===== src/core/imdc_consts.svh =====
// register offsets, field positions, reset values and decode codes for the mir/dma config bank
`ifndef IMDC_CONSTS_SVH
`define IMDC_CONSTS_SVH

`define IMDC_MIR_OFS      32'h0C00_0060
`define IMDC_DMA_OFS      32'h0C00_0062

`define IMDC_FLAG_MSB     7
`define IMDC_FLAG_LSB     5
`define IMDC_WIDTH_MSB    4
`define IMDC_ACC_BIT      7
`define IMDC_DIR_BIT      6
`define IMDC_DEM_MSB      2

`define IMDC_MIR_RST      8'h49
`define IMDC_DIR_RST      1'h0
`define IMDC_DEM_RST      3'h0

`define IMDC_FLAG_C1      3'h1
`define IMDC_FLAG_C2      3'h2
`define IMDC_FLAG_C4      3'h3
`define IMDC_FLAG_C16     3'h4
`define IMDC_FLAG_C32     3'h7
`define IMDC_DEM_FREE     3'h7

`endif


===== src/core/imdc_pkg.sv =====
// types shared by the mir/dma configuration bank
package imdc_pkg;

  typedef enum logic {
    IMDC_IDLE,
    IMDC_ACTIVE
  } imdc_frame_t;

  typedef logic [5:0] imdc_count_t;

endpackage


===== src/core/imdc_regs.sv =====
// mir transmit and dma setup register bank with per-frame setting latch and pulse timer
`timescale 1ns/1ps
`include "imdc_consts.svh"

// Overview of operation
// - the opening-flag count code maps 001/010/011/100/111 to 1/2/4/16/32 flags and every other code to 2.
// - each output pulse lasts the five-bit width value plus one clocks, from 1 up to 32.
// - the pulse is meant to be about a quarter bit period, so the width chosen sets that fraction.
// - the direction bit at 0 moves memory into the transmit data reg, at 1 the receive data reg into memory.
// - demand codes 000 to 110 give sizes one to seven and code 111 gives free size.
// - the access mode select bit is written as zero and always reads back as zero.
// - reserved bits, the upper byte among them, are written as zero and always read as zero.
module imdc_regs
  import imdc_pkg::*;
(
  input  wire logic        I_CLK,
  input  wire logic        I_RST_B,
  input  wire logic [31:0] I_ADDR,
  input  wire logic [15:0] I_WDATA,
  input  wire logic        I_WR,
  input  wire logic        I_RD,
  input  wire logic        I_FRAME_START,
  input  wire logic        I_FRAME_DONE,
  input  wire logic        I_PULSE_REQ,
  output logic      [15:0] O_RDATA,
  output logic      [5:0]  O_FLAG_COUNT,
  output logic      [5:0]  O_PULSE_CLKS,
  output logic             O_FRAME_ACTIVE,
  output logic             O_IR_PULSE,
  output logic             O_TO_TX,
  output logic             O_FROM_RX,
  output logic      [2:0]  O_DEMAND_SIZE,
  output logic             O_DEMAND_FREE
);

  logic        [7:0]  mir;
  logic        [7:0]  next_mir;
  logic               dir;
  logic               next_dir;
  logic        [2:0]  dem;
  logic        [2:0]  next_dem;
  logic        [15:0] next_rdata;
  logic               hit_mir;
  logic               hit_dma;
  imdc_frame_t        state;
  imdc_frame_t        next_state;
  imdc_count_t        next_flag;
  imdc_count_t        next_width;
  imdc_count_t        pulse_cnt;
  imdc_count_t        next_pulse_cnt;
  logic               next_pulse;
  logic               next_to_tx;
  logic               next_from_rx;
  logic        [2:0]  next_size;
  logic               next_free;
  logic               next_active;

  function automatic imdc_count_t flag_decode(input logic [2:0] code);
    case (code)
      `IMDC_FLAG_C1:  flag_decode = 6'h01;
      `IMDC_FLAG_C2:  flag_decode = 6'h02;
      `IMDC_FLAG_C4:  flag_decode = 6'h04;
      `IMDC_FLAG_C16: flag_decode = 6'h10;
      `IMDC_FLAG_C32: flag_decode = 6'h20;
      default:        flag_decode = 6'h02;
    endcase
  endfunction

  // full address compare: nothing outside the two offsets aliases onto them
  assign hit_mir = (I_ADDR == `IMDC_MIR_OFS);
  assign hit_dma = (I_ADDR == `IMDC_DMA_OFS);

  // register file: writes, and read data for the following cycle only
  always_comb begin
    next_mir   = mir;
    next_dir   = dir;
    next_dem   = dem;
    next_rdata = 16'h0000;
    if (I_WR && hit_mir) begin
      next_mir = I_WDATA[7:0];
    end else if (I_WR && hit_dma) begin
      // access mode select has no storage, so it can never read back as one
      next_dir = I_WDATA[`IMDC_DIR_BIT];
      next_dem = I_WDATA[`IMDC_DEM_MSB:0];
    end
    if (I_RD && hit_mir) begin
      next_rdata = {8'h00, mir};
    end else if (I_RD && hit_dma) begin
      next_rdata = {8'h00, 1'b0, dir, 3'h0, dem};
    end
  end

  // dma steering decoded straight from the next stored values
  // free size has no fixed length, so the size output shows zero then
  always_comb begin
    next_to_tx   = ~next_dir;
    next_from_rx = next_dir;
    next_free    = (next_dem == `IMDC_DEM_FREE);
    next_size    = next_free ? 3'h0 : 3'(next_dem + 3'h1);
  end

  always_ff @(posedge I_CLK or negedge I_RST_B) begin
    if (!I_RST_B) begin
      mir           <= `IMDC_MIR_RST;
      dir           <= `IMDC_DIR_RST;
      dem           <= `IMDC_DEM_RST;
      O_RDATA       <= 16'h0000;
      O_TO_TX       <= 1'h1;
      O_FROM_RX     <= 1'h0;
      O_DEMAND_SIZE <= 3'h1;
      O_DEMAND_FREE <= 1'h0;
    end else begin
      mir           <= next_mir;
      dir           <= next_dir;
      dem           <= next_dem;
      O_RDATA       <= next_rdata;
      O_TO_TX       <= next_to_tx;
      O_FROM_RX     <= next_from_rx;
      O_DEMAND_SIZE <= next_size;
      O_DEMAND_FREE <= next_free;
    end
  end

  // frame latch: a write during a frame cannot disturb the frame already in flight
  always_comb begin
    next_state = state;
    next_flag  = O_FLAG_COUNT;
    next_width = O_PULSE_CLKS;
    case (state)
      IMDC_IDLE: begin
        if (I_FRAME_START) begin
          next_state = IMDC_ACTIVE;
          next_flag  = flag_decode(mir[`IMDC_FLAG_MSB:`IMDC_FLAG_LSB]);
          next_width = 6'({1'b0, mir[`IMDC_WIDTH_MSB:0]} + 6'h01);
        end
      end
      IMDC_ACTIVE: begin
        if (I_FRAME_DONE) begin
          next_state = IMDC_IDLE;
        end
      end
      default: next_state = IMDC_IDLE;
    endcase
    next_active = (next_state == IMDC_ACTIVE);
  end

  // pulse timer: counts clocks of this block's clock as the reference clock
  // a pulse already running finishes even when its frame ends
  always_comb begin
    next_pulse_cnt = pulse_cnt;
    if (I_PULSE_REQ && state == IMDC_ACTIVE && pulse_cnt == 6'h00) begin
      next_pulse_cnt = O_PULSE_CLKS;
    end else if (pulse_cnt != 6'h00) begin
      next_pulse_cnt = 6'(pulse_cnt - 6'h01);
    end
    next_pulse = (next_pulse_cnt != 6'h00);
  end

  always_ff @(posedge I_CLK or negedge I_RST_B) begin
    if (!I_RST_B) begin
      state          <= IMDC_IDLE;
      O_FLAG_COUNT   <= 6'h02;
      O_PULSE_CLKS   <= 6'h0A;
      O_FRAME_ACTIVE <= 1'h0;
      pulse_cnt      <= 6'h00;
      O_IR_PULSE     <= 1'h0;
    end else begin
      state          <= next_state;
      O_FLAG_COUNT   <= next_flag;
      O_PULSE_CLKS   <= next_width;
      O_FRAME_ACTIVE <= next_active;
      pulse_cnt      <= next_pulse_cnt;
      O_IR_PULSE     <= next_pulse;
    end
  end

  // helper: length of the pulse now high, read by the pulse length check
  logic [5:0] hi_len;
  logic [5:0] next_hi_len;

  always_comb begin
    next_hi_len = O_IR_PULSE ? 6'(hi_len + 6'h01) : 6'h00;
  end

  always_ff @(posedge I_CLK or negedge I_RST_B) begin
    if (!I_RST_B) begin
      hi_len <= 6'h00;
    end else begin
      hi_len <= next_hi_len;
    end
  end
endmodule


===== config.mk =====
export PLATFORM = sky130hd
export DESIGN_NAME = imdc_regs
export DESIGN_NICKNAME = d
export VERILOG_FILES = /design/src/core/imdc_pkg.sv /design/src/core/imdc_regs.sv
export VERILOG_INCLUDE_DIRS = /design/src /design/src/core
export SDC_FILE = /design/constraint.sdc
export NUM_CORES = 1
export LEC_CHECK = 0
export ABC_AREA = 0
export BUFFER_PORTS_ARGS = -buffer_cell sky130_fd_sc_hd__buf_2
export CORE_ASPECT_RATIO = 2
export CORE_MARGIN = 3
export CORE_UTILIZATION = 50
export DETAILED_ROUTE_END_ITERATION = 10
export PLACE_DENSITY_LB_ADDON = 0.15
export SLEW_MARGIN = 40
export SYNTH_ARGS = -nofsm -noshare
export SYNTH_HDL_FRONTEND = slang
export SYNTH_SLANG_ARGS = --single-unit
export TNS_END_PERCENT = 5

===== constraint.sdc =====
create_clock -name I_CLK -period 4 [get_ports I_CLK]
set_input_delay 0 -clock I_CLK [delete_from_list [all_inputs] [get_ports I_CLK]]
set_output_delay 0 -clock I_CLK [all_outputs]
set_load 0.01 [all_outputs]

==> impl_results.md, run 1 <==
- Min Tclk post-route: 2.18 ns
- Delay-heaviest family, CP: simple AND/OR/NAND/NOR gates
- Clock power share: 36.8%
- Routed len/inst: 13.5 um
- Post_cts resized: 0
- Endpoint class of the critical path: flip-flop
- CP peak stage delay: 0.50 ns
- Required time of the critical path: 4.17 ns
- Total gr overflow: 0
- Initial antenna violation count: 0
- Worst-path clk slew: 0.08 ns
- Distinct cell type count after synthesis: 41
- Clock skew: 0.00790 ns
- Die Y: 95.4 um
- Final setup fails: 0
- H-Tree Depth: 2
- Crit start category: flip-flop
- Rows: 31
- Outcome: finished clean
- Antenna Cells: 0
- Core ar.: 3720 sq um
- Initial Utilization: 53.6%
- Crit path kind: flip-flop to flip-flop
- Max-slew violation count: 0
- Finished Cell Area: 2600 sq um
- Fillers: 320
- Most numerous cell in the Yosys netlist: dfrtp_1
- Comb power frac: 11.3%
- Max stage delay cell, worst path: or4b_1
- CP cell instances: inv_1 > ha_1 > nor3b_4 > nand2_2 > a211oi_2 > o21bai_1 > or4b_1
- Power per Cell Area: 343 nW/um^2
- Lkg Pwr: 1.36 nW
- Sequential area share after synthesis: 55.6%
- Area after DPL: 2380 sq um
- Via Count: 1568
- Number of synthesized flops with an enable pin: 0
- Syn. warnings: 0
- CTS tree: done
- Mean Syn Cell Area: 11.4 sq um
- WL final: 4.22 mm
- Area delta synth->final: 30.1%
- Buffers and inverters on the worst path: 1
- Core Util, Final: 69.8%
- WP data arrival: 2.35 ns
- Net Sw Frac: 22.8%
- Fin crit share: 54.4%
- Cells after synthesis: 175
- Layout Nets: 322
- DR DRC count: 0
- Clk sinks: 44
- DIE AREA: 4830 sq um
- Number of I/O pins: 91
- Vias per std cell: 5.01
- Share of cells above drive strength 1: 39.0%
- Final setup TNS: 0 ns
- Post-synth top cells: dfrtp_1, nand2_1, inv_1, mux2_2, buf_4
- Pin count of the biggest net entering global routing: 45
- CP max FO: 7
- Synth top area share: 45.1%
- Register bit total from synthesis: 44
- Root Buffer: clkbuf_8
- Initial DRC count: 18
- Total of max-cap violations: 0
- Vias in the first global route: 1616
- Max clock buf depth: 2
- Final Hold Vio Count: 0
- Total track usage: 19.6%
- CTS Buf Count: 5
- Port buffer count: 73
- Worst hold path type: input pin to flip-flop
- Mapped cell area: 2000 sq um
- FFs w/ async S/R, synth: 100%
- 1st-pass router iterations: 4
- Switch Pwr: 204 uW
- Die W: 50.7 um
- Worst hold slack: 0.0315 ns
- Fmax: 460 MHz
- First-pass GRT wire length: 7.04 mm
- RSZ-0062 raised after global routing: false
- Clock latency on the worst-skew pair: 0.29 ns
- Synth area leader: dfrtp_1
- Relative slew slack: 58.5%
- Routed Antenna Nets: 0
- Post-DP HPWL: 3.31 mm
- Slew @ Worst Pin: 0.622 ns
- Largest cells by area after synthesis: dfrtp_1, dfstp_2, mux2_2
- Peak VDD IR: 0.326 mV
- Final GP Congestion: 0.808
- Share of total power in sequential cells: 51.9%
- Top FF cell, synth: dfrtp_1
- Pint: 688 uW
-- cell usage in the layout, fill, tap and decap left out, drive strengths merged, types with 3 or more instances in the layout --
cell	netlist	final
buf	9	73
dfrtp	36	36
nand2	16	16
mux2	11	11
inv	11	11
dlygate4sd3	0	11
conb	1	9
nor2	9	9
dfstp	8	8
o21ai	8	8
nand3	7	7
clkbuf	2	6
nor4	5	5
a22o	5	5
and2	4	4
xnor2	4	4
a21oi	4	4
ha	4	4
nor3	3	3
o31ai	3	3
-- cell families (layout without fill, tap and decap cells) --
logic type      Yosys count  in the layout  share of synthesized area (%)
mux                      13             13                           7.21
buf+inv                  22            103                           5.83
simple gates             55             55                           15.4
flops                    44             44                           55.6
xor+xnor                  6              6                           2.63
fa+ha+maj                 4              4                           2.51
compound gates           30             30                           10.7
other cells               1              9                          0.188
-- cell type report --
type / count / area, sq um / share of cell area (%)
clock inverter: 2 / 35.0 / 1.35
clock buffer: 6 / 72.6 / 2.79
tap: 49 / 61.3 / 2.36
inverter: 11 / 41.3 / 1.59
multi-input combinational: 117 / 800 / 30.8
timing repair buffer: 84 / 478 / 18.4
sequential: 44 / 1110 / 42.8
-- sequential cells by signal, summed over array words and instances, names as in the netlist --
signal,flops
state,1
O_FLAG_COUNT,5
O_TO_TX,1
mir,8
dem,3
dir,1
pulse_cnt,6
O_DEMAND_FREE,1
O_PULSE_CLKS,6
O_DEMAND_SIZE,3
O_IR_PULSE,1
O_RDATA,8
-- metal layers --
| metal | vias to the layer above | global-route usage (%) | routed length, um |
|---|---|---|---|
| met2 | 48 | 37.4 | 2480 |
| met4 | 0 | 7.42 | 68 |
| met1 | 733 | 20.1 | 1460 |
| li1 | 781 | - | - |
| met5 | - | 0 | 0 |
| met3 | 6 | 4.38 | 215 |
-- power by group through the flow --
stage	Clock (mW)	Combinational (mW)	Sequential (mW)
finish	0.328	0.101	0.463
global route	0.355	0.114	0.464
CTS	0.338	0.102	0.463
detailed placement	0	0.0934	0.471
global placement	0	0.0920	0.471
floorplan	0	0.0492	0.473
-- stage by stage --
stage	cells	power [mW]	worst slack, ns
after global routing	313	0.933	1.67
after global placement	294	0.563	1.84
final	313	0.891	1.82
after detailed placement	294	0.564	1.81
after floorplan	183	0.523	2.05
after CTS	313	0.903	1.81
-- worst register-to-register path: stages (launching register included) --
cell	delay, ns
dfrtp_1	0.43
inv_1	0.10
ha_1	0.17
nor3b_4	0.34
nand2_2	0.15
a211oi_2	0.25
o21bai_1	0.11
or4b_1	0.50
-- path summary, 6_finish.rpt --
check | start | end | slack (ns) | depth (start not counted)
hold / removal | I_RD | O_RDATA[5] | 0.03 | 3
min in group asynchronous | I_RST_B | O_FLAG_COUNT[0] | 0.23 | 2
setup / recovery | pulse_cnt[0] | O_IR_PULSE | 1.82 | 7
hold reg to reg | dir | O_TO_TX | 0.48 | 1
max in group asynchronous | I_RST_B | O_TO_TX | 3.39 | 2
setup reg to reg | pulse_cnt[0] | O_IR_PULSE | 1.82 | 7
-- repair_timing --
item	CTS	global route
hold endpoints to repair	53	0
hold buffers	11	0
setup buffers	0	0
Note: power is estimated with default switching activity, not from simulation.
==> run 2: changes to the inputs <==
Settings changed: CORE_UTILIZATION 50 to 46.
Clock period 4 ns to 2.3 ns, I/O delays scaled along.
==> run 2 against run 1 <==
Compared with the run above: setup slack got worse by 1.7 ns; clock skew grew 0.00088 ns; critical path depth stayed put; via count increased by 1.9%; total power increased by 61%; die area up 7.9%; largest cell class unchanged.
==> impl_results.md, run 2 (synthesis results as in run 1) <==
- Die Y: 99.2 um (was 95.4 um)
- Fillers: 378 (was 320)
- Vias per std cell: 5.04 (was 5.01)
- Port buffer count: 73 (unchanged)
- Antenna Cells: 0 (unchanged)
- Fin crit share: 92.7% (was 54.4%)
- First-pass GRT wire length: 7.24 mm (was 7.04 mm)
- Final GP Congestion: 0.805 (was 0.808)
- Core Util, Final: 62.6% (was 69.8%)
- Fin worst setup slack: 0.168 ns (was 1.82 ns)
- Top flop regs: O_RDATA x8, mir x8 (unchanged)
- Initial antenna violation count: 0 (unchanged)
- Total of max-cap violations: 0 (unchanged)
- Routed len/inst: 14.0 um (was 13.5 um)
- Routed Antenna Nets: 0 (unchanged)
- Worst hold path type: input pin to flip-flop (unchanged)
- Lkg Pwr: 1.35 nW (was 1.36 nW)
- 1st-pass router iterations: 4 (unchanged)
- Root Buffer: clkbuf_8 (unchanged)
- FF/Latch Area: 1110 sq um (unchanged)
- WL final: 4.43 mm (was 4.22 mm)
- Vias in the first global route: 1641 (was 1616)
- Crit start category: flip-flop (unchanged)
- Worst R2R Setup Slack: 0.17 ns (was 1.82 ns)
- Clock latency on the worst-skew pair: 0.29 ns (about the same)
- CTS Buf Count: 5 (unchanged)
- Required time of the critical path: 2.47 ns (was 4.17 ns)
- DIE AREA: 5220 sq um (was 4830 sq um)
- Total track usage: 18.8% (was 19.6%)
- Initial DRC count: 12 (was 18)
- Power per Cell Area: 556 nW/um^2 (was 343 nW/um^2)
- Multi-input gate area: 800 sq um (unchanged)
- Number of I/O pins: 91 (unchanged)
- Clock skew: 0.00877 ns (was 0.00790 ns)
- Peak VDD IR: 0.524 mV (was 0.326 mV)
- Share of cells above drive strength 1: 38.9% (was 39.0%)
- Max-slew violation count: 0 (unchanged)
- Area delta synth->final: 29.4% (was 30.1%)
- Post_cts resized: 0 (unchanged)
- Initial Utilization: 48.4% (was 53.6%)
- Worst-path clk slew: 0.08 ns (about the same)
- Pre-CTS setup slack: 0.146 ns (was 1.81 ns)
- Final setup TNS: 0 ns (unchanged)
- Outcome: finished clean (unchanged)
- RSZ-0062 raised after global routing: false (unchanged)
- Slew @ Worst Pin: 0.624 ns (was 0.622 ns)
- Core ar.: 4130 sq um (was 3720 sq um)
- Commonest non-fill, non-tap cell in the layout: buf_2 (unchanged)
- Clk sinks: 44 (unchanged)
- Die W: 52.6 um (was 50.7 um)
- CP max FO: 6 (was 7)
- Rows: 33 (was 31)
- Final Hold Vio Count: 0 (unchanged)
- H-Tree Depth: 2 (unchanged)
- Area after DPL: 2380 sq um (about the same)
- Fmax: 469 MHz (was 460 MHz)
- Most frequent cells in the layout: buf_2, dfrtp_1, nand2_1 (unchanged)
- Relative slew slack: 58.3% (was 58.5%)
- WP data arrival: 2.30 ns (was 2.35 ns)
- DR DRC count: 0 (unchanged)
- Pin count of the biggest net entering global routing: 45 (unchanged)
- Endpoint class of the critical path: flip-flop (unchanged)
- Layout Nets: 323 (was 322)
- Post-DP HPWL: 3.57 mm (was 3.31 mm)
- Via Count: 1598 (was 1568)
- Total gr overflow: 0 (unchanged)
- Crit path kind: flip-flop to flip-flop (unchanged)
- Worst hold slack: 0.0433 ns (was 0.0315 ns)
- Final setup fails: 0 (unchanged)
- Min Tclk post-route: 2.13 ns (was 2.18 ns)
- Finished Cell Area: 2580 sq um (was 2600 sq um)
- Max clock buf depth: 2 (unchanged)
- CTS tree: done (unchanged)
run 2: path summary, 6_finish.rpt:
check	start	to	depth (start not counted)
hold / removal	I_RD	O_RDATA[5]	3
setup reg to reg	pulse_cnt[0]	O_IR_PULSE	7
hold reg to reg	O_FLAG_COUNT[5]	O_FLAG_COUNT[5]	2
max in group asynchronous	I_RST_B	mir[3]	2
setup / recovery	pulse_cnt[0]	O_IR_PULSE	7
min in group asynchronous	I_RST_B	O_FLAG_COUNT[2]	2
run 2: routing by layer:
layer / part of all wire, % / global-route usage (%) / routed length, um
met5: 0 / 0 / 0
met4: 1.8 / 8.27 / 79
met3: 6.6 / 3.90 / 292
met2: 58 / 35.2 / 2580
met1: 33 / 18.8 / 1480
run 2: metrics by stage:
stage	cells	total power, mW
2_1_floorplan	183	0.909
3_3_place_gp	297	0.983
3_5_place_dp	297	0.986
4_1_cts	316	1.45
5_1_grt	317	1.51
6_report	317	1.44
run 2: layout make-up:
cell class / count / area share [%]
inverter: 11 / 1.60
multi-input combinational: 117 / 30.9
clock buffer: 7 / 2.95
sequential: 44 / 43.0
timing repair buffer: 85 / 18.8
clock inverter: 1 / 0.194
tap: 52 / 2.52
run 2: critical path: stages, from the launching register on:
cell,delay [ns]
dfrtp_1,0.43
inv_1,0.10
ha_1,0.16
nor3b_4,0.31
nand2_2,0.15
a211oi_2,0.26
o21bai_1,0.11
or4b_1,0.49
run 2: report_power, final:
group | total (mW) | internal [mW] | switching, mW | leakage, nW
Clock | 0.451 | 0.213 | 0.238 | 0.0422
Sequential | 0.806 | 0.792 | 0.0140 | 0.581
Combinational | 0.180 | 0.0843 | 0.0956 | 0.730
run 2: timing repair:
action | 4_1_cts | 5_1_grt
endpoints found under the setup margin | 0 | 1
hold buffers | 11 | 0
hold endpoints to repair | 51 | 0
buffers inserted | 0 | 1
==> run 3: changes to the inputs <==
--- a/config.mk
+++ b/config.mk
@@ -10,2 +10,3 @@
 export BUFFER_PORTS_ARGS = -buffer_cell sky130_fd_sc_hd__buf_2
+export CAP_MARGIN = 20
 export CORE_ASPECT_RATIO = 2
==> constraint.sdc (replaced) <==
create_clock -name I_CLK -period 2.3 [get_ports I_CLK]
set_input_delay 0.115 -clock I_CLK [delete_from_list [all_inputs] [get_ports I_CLK]]
set_output_delay 0.115 -clock I_CLK [all_outputs]
set_load 0.01 [all_outputs]
==> run 3 against run 2 <==
Compared with the run above: sequential power is essentially flat; register-to-register slack improved by 0.02 ns; routed wire length grew 3.6%; setup slack improved by 0.018 ns; sequential share of layout area grew 1.4 points; cell area down 3.1%; largest power group unchanged; utilization shrank 2.0 points; clock skew is 0.0054 ns lower; worst hold slack worse by 0.040 ns.
==> impl_results.md, run 3 (synthesis results as in run 1) <==
- WL final: 4.59 mm (was 4.43 mm)
- Slew @ Worst Pin: 0.659 ns (was 0.624 ns)
- Fin worst setup slack: 0.186 ns (was 0.168 ns)
- Die Y: 99.2 um (unchanged)
- Post_cts resized: 0 (unchanged)
- Core ar.: 4130 sq um (unchanged)
- Core Util, Final: 60.6% (was 62.6%)
- Routed Antenna Nets: 0 (unchanged)
- CTS Buf Count: 5 (unchanged)
- Routed len/inst: 14.9 um (was 14.0 um)
- Max clock buf depth: 2 (unchanged)
- Top flop regs: O_RDATA x8, mir x8 (unchanged)
- Final setup fails: 0 (unchanged)
- Antenna Cells: 0 (unchanged)
- Die W: 52.6 um (unchanged)
- Pre-CTS setup slack: 0.136 ns (was 0.146 ns)
- CP max FO: 6 (unchanged)
- Commonest non-fill, non-tap cell in the layout: buf_2 (unchanged)
- DIE AREA: 5220 sq um (unchanged)
- Power per Cell Area: 583 nW/um^2 (was 556 nW/um^2)
- Total gr overflow: 0 (unchanged)
- Required time of the critical path: 2.47 ns (about the same)
- Vias in the first global route: 1647 (was 1641)
- Area delta synth->final: 25.3% (was 29.4%)
- WP data arrival: 2.28 ns (was 2.30 ns)
- Clock skew: 0.00334 ns (was 0.00877 ns)
- Root Buffer: clkbuf_8 (unchanged)
- First-pass GRT wire length: 7.24 mm (unchanged)
- Post-DP HPWL: 3.72 mm (was 3.57 mm)
- Placed Cells: 297 (unchanged)
- Pin count of the biggest net entering global routing: 45 (unchanged)
- Endpoint class of the critical path: flip-flop (unchanged)
- Fin crit share: 91.9% (was 92.7%)
- Worst-path clk slew: 0.08 ns (about the same)
- Final Hold Vio Count: 0 (unchanged)
- Port buffer count: 73 (unchanged)
- Total power: 1.46 mW (was 1.44 mW)
- Share of cells above drive strength 1: 40.2% (was 38.9%)
- Rows: 33 (unchanged)
- Worst hold slack: 0.00325 ns (was 0.0433 ns)
- Clk sinks: 44 (unchanged)
- Area after DPL: 2380 sq um (unchanged)
- DR DRC count: 0 (unchanged)
- Most frequent cells in the layout: buf_2, dfrtp_1, nand2_1 (unchanged)
- H-Tree Depth: 2 (unchanged)
- RSZ-0062 raised after global routing: false (unchanged)
- Crit start category: flip-flop (unchanged)
- Crit path kind: flip-flop to flip-flop (unchanged)
- Worst hold path type: input pin to flip-flop (unchanged)
- Max-slew violation count: 0 (unchanged)
- Fillers: 383 (was 378)
- 1st-pass router iterations: 4 (unchanged)
- Total of max-cap violations: 0 (unchanged)
- Initial DRC count: 37 (was 12)
- Outcome: finished clean (unchanged)
- CTS tree: done (unchanged)
- Vias per std cell: 5.28 (was 5.04)
- Relative slew slack: 56.0% (was 58.3%)
- Clock latency on the worst-skew pair: 0.29 ns (about the same)
- Finished Cell Area: 2500 sq um (was 2580 sq um)
- Final setup TNS: 0 ns (unchanged)
- Min Tclk post-route: 2.11 ns (was 2.13 ns)
- Fmax: 473 MHz (was 469 MHz)
- Final GP Congestion: 0.793 (was 0.805)
- Peak VDD IR: 0.491 mV (was 0.524 mV)
- Layout Cells excl Fill: 308 (was 317)
- Lkg Pwr: 1.32 nW (was 1.35 nW)
- Layout Nets: 314 (was 323)
- Number of I/O pins: 91 (unchanged)
- Initial Utilization: 48.4% (unchanged)
- Initial antenna violation count: 0 (unchanged)
- Via Count: 1625 (was 1598)
- Total track usage: 18.8% (about the same)
==> run 3: changes by cell type in the layout (fill, tap and decap cells not counted) <==
cell           previous run  this run
dlygate4sd3_1            11         2
clkbuf_8                  5         6
clkinv_2                  1         0
==> run 3: final timing paths <==
| path | cells past startpoint | slack, ns | end | start |
|---|---|---|---|---|
| setup / recovery | 7 | 0.19 | O_IR_PULSE | pulse_cnt[0] |
| hold / removal | 2 | 0.003 | O_TO_TX | I_WDATA[6] |
| setup reg to reg | 7 | 0.19 | O_IR_PULSE | pulse_cnt[0] |
| hold reg to reg | 2 | 0.48 | O_FLAG_COUNT[2] | O_FLAG_COUNT[2] |
| max in group asynchronous | 2 | 1.57 | mir[3] | I_RST_B |
| min in group asynchronous | 2 | 0.35 | state | I_RST_B |
==> run 3: area by class of cell <==
class,instances,area (sq um),share of cell area [%]
Sequential cell,44,1110,44.4
Multi-Input combinational cell,117,800,32.0
Timing Repair Buffer,76,395,15.8
Clock buffer,8,90.1,3.60
Tap cell,52,65.1,2.60
Inverter,11,41.3,1.65
==> run 3: worst max-delay path, stage by stage, from the launching register on <==
cell	delay [ns]
dfrtp_1	0.43
inv_1	0.09
ha_1	0.17
nor3b_4	0.30
nand2_2	0.14
a211oi_2	0.25
o21bai_1	0.11
or4b_1	0.50
==> run 3: per-layer routing <==
metal | GRT usage [%] | routed length [um] | part of all wire, %
met4 | 8.66 | 125 | 2.7
met1 | 17.8 | 1440 | 31
met2 | 36.3 | 2740 | 60
met5 | 0 | 0 | 0
met3 | 3.45 | 287 | 6.2
==> run 3: report_power, final <==
group,switching [mW],leakage [nW],total (mW),internal [mW]
Sequential,0.0149,0.581,0.807,0.792
Combinational,0.0953,0.692,0.170,0.0743
Clock,0.237,0.0455,0.482,0.245
==> run 3: timing repair <==
item / in CTS / in global routing
buffers inserted: 0 / 1
hold endpoints to repair: 36 / 1
hold buffers: 1 / 1
setup endpoints to repair: 0 / 1
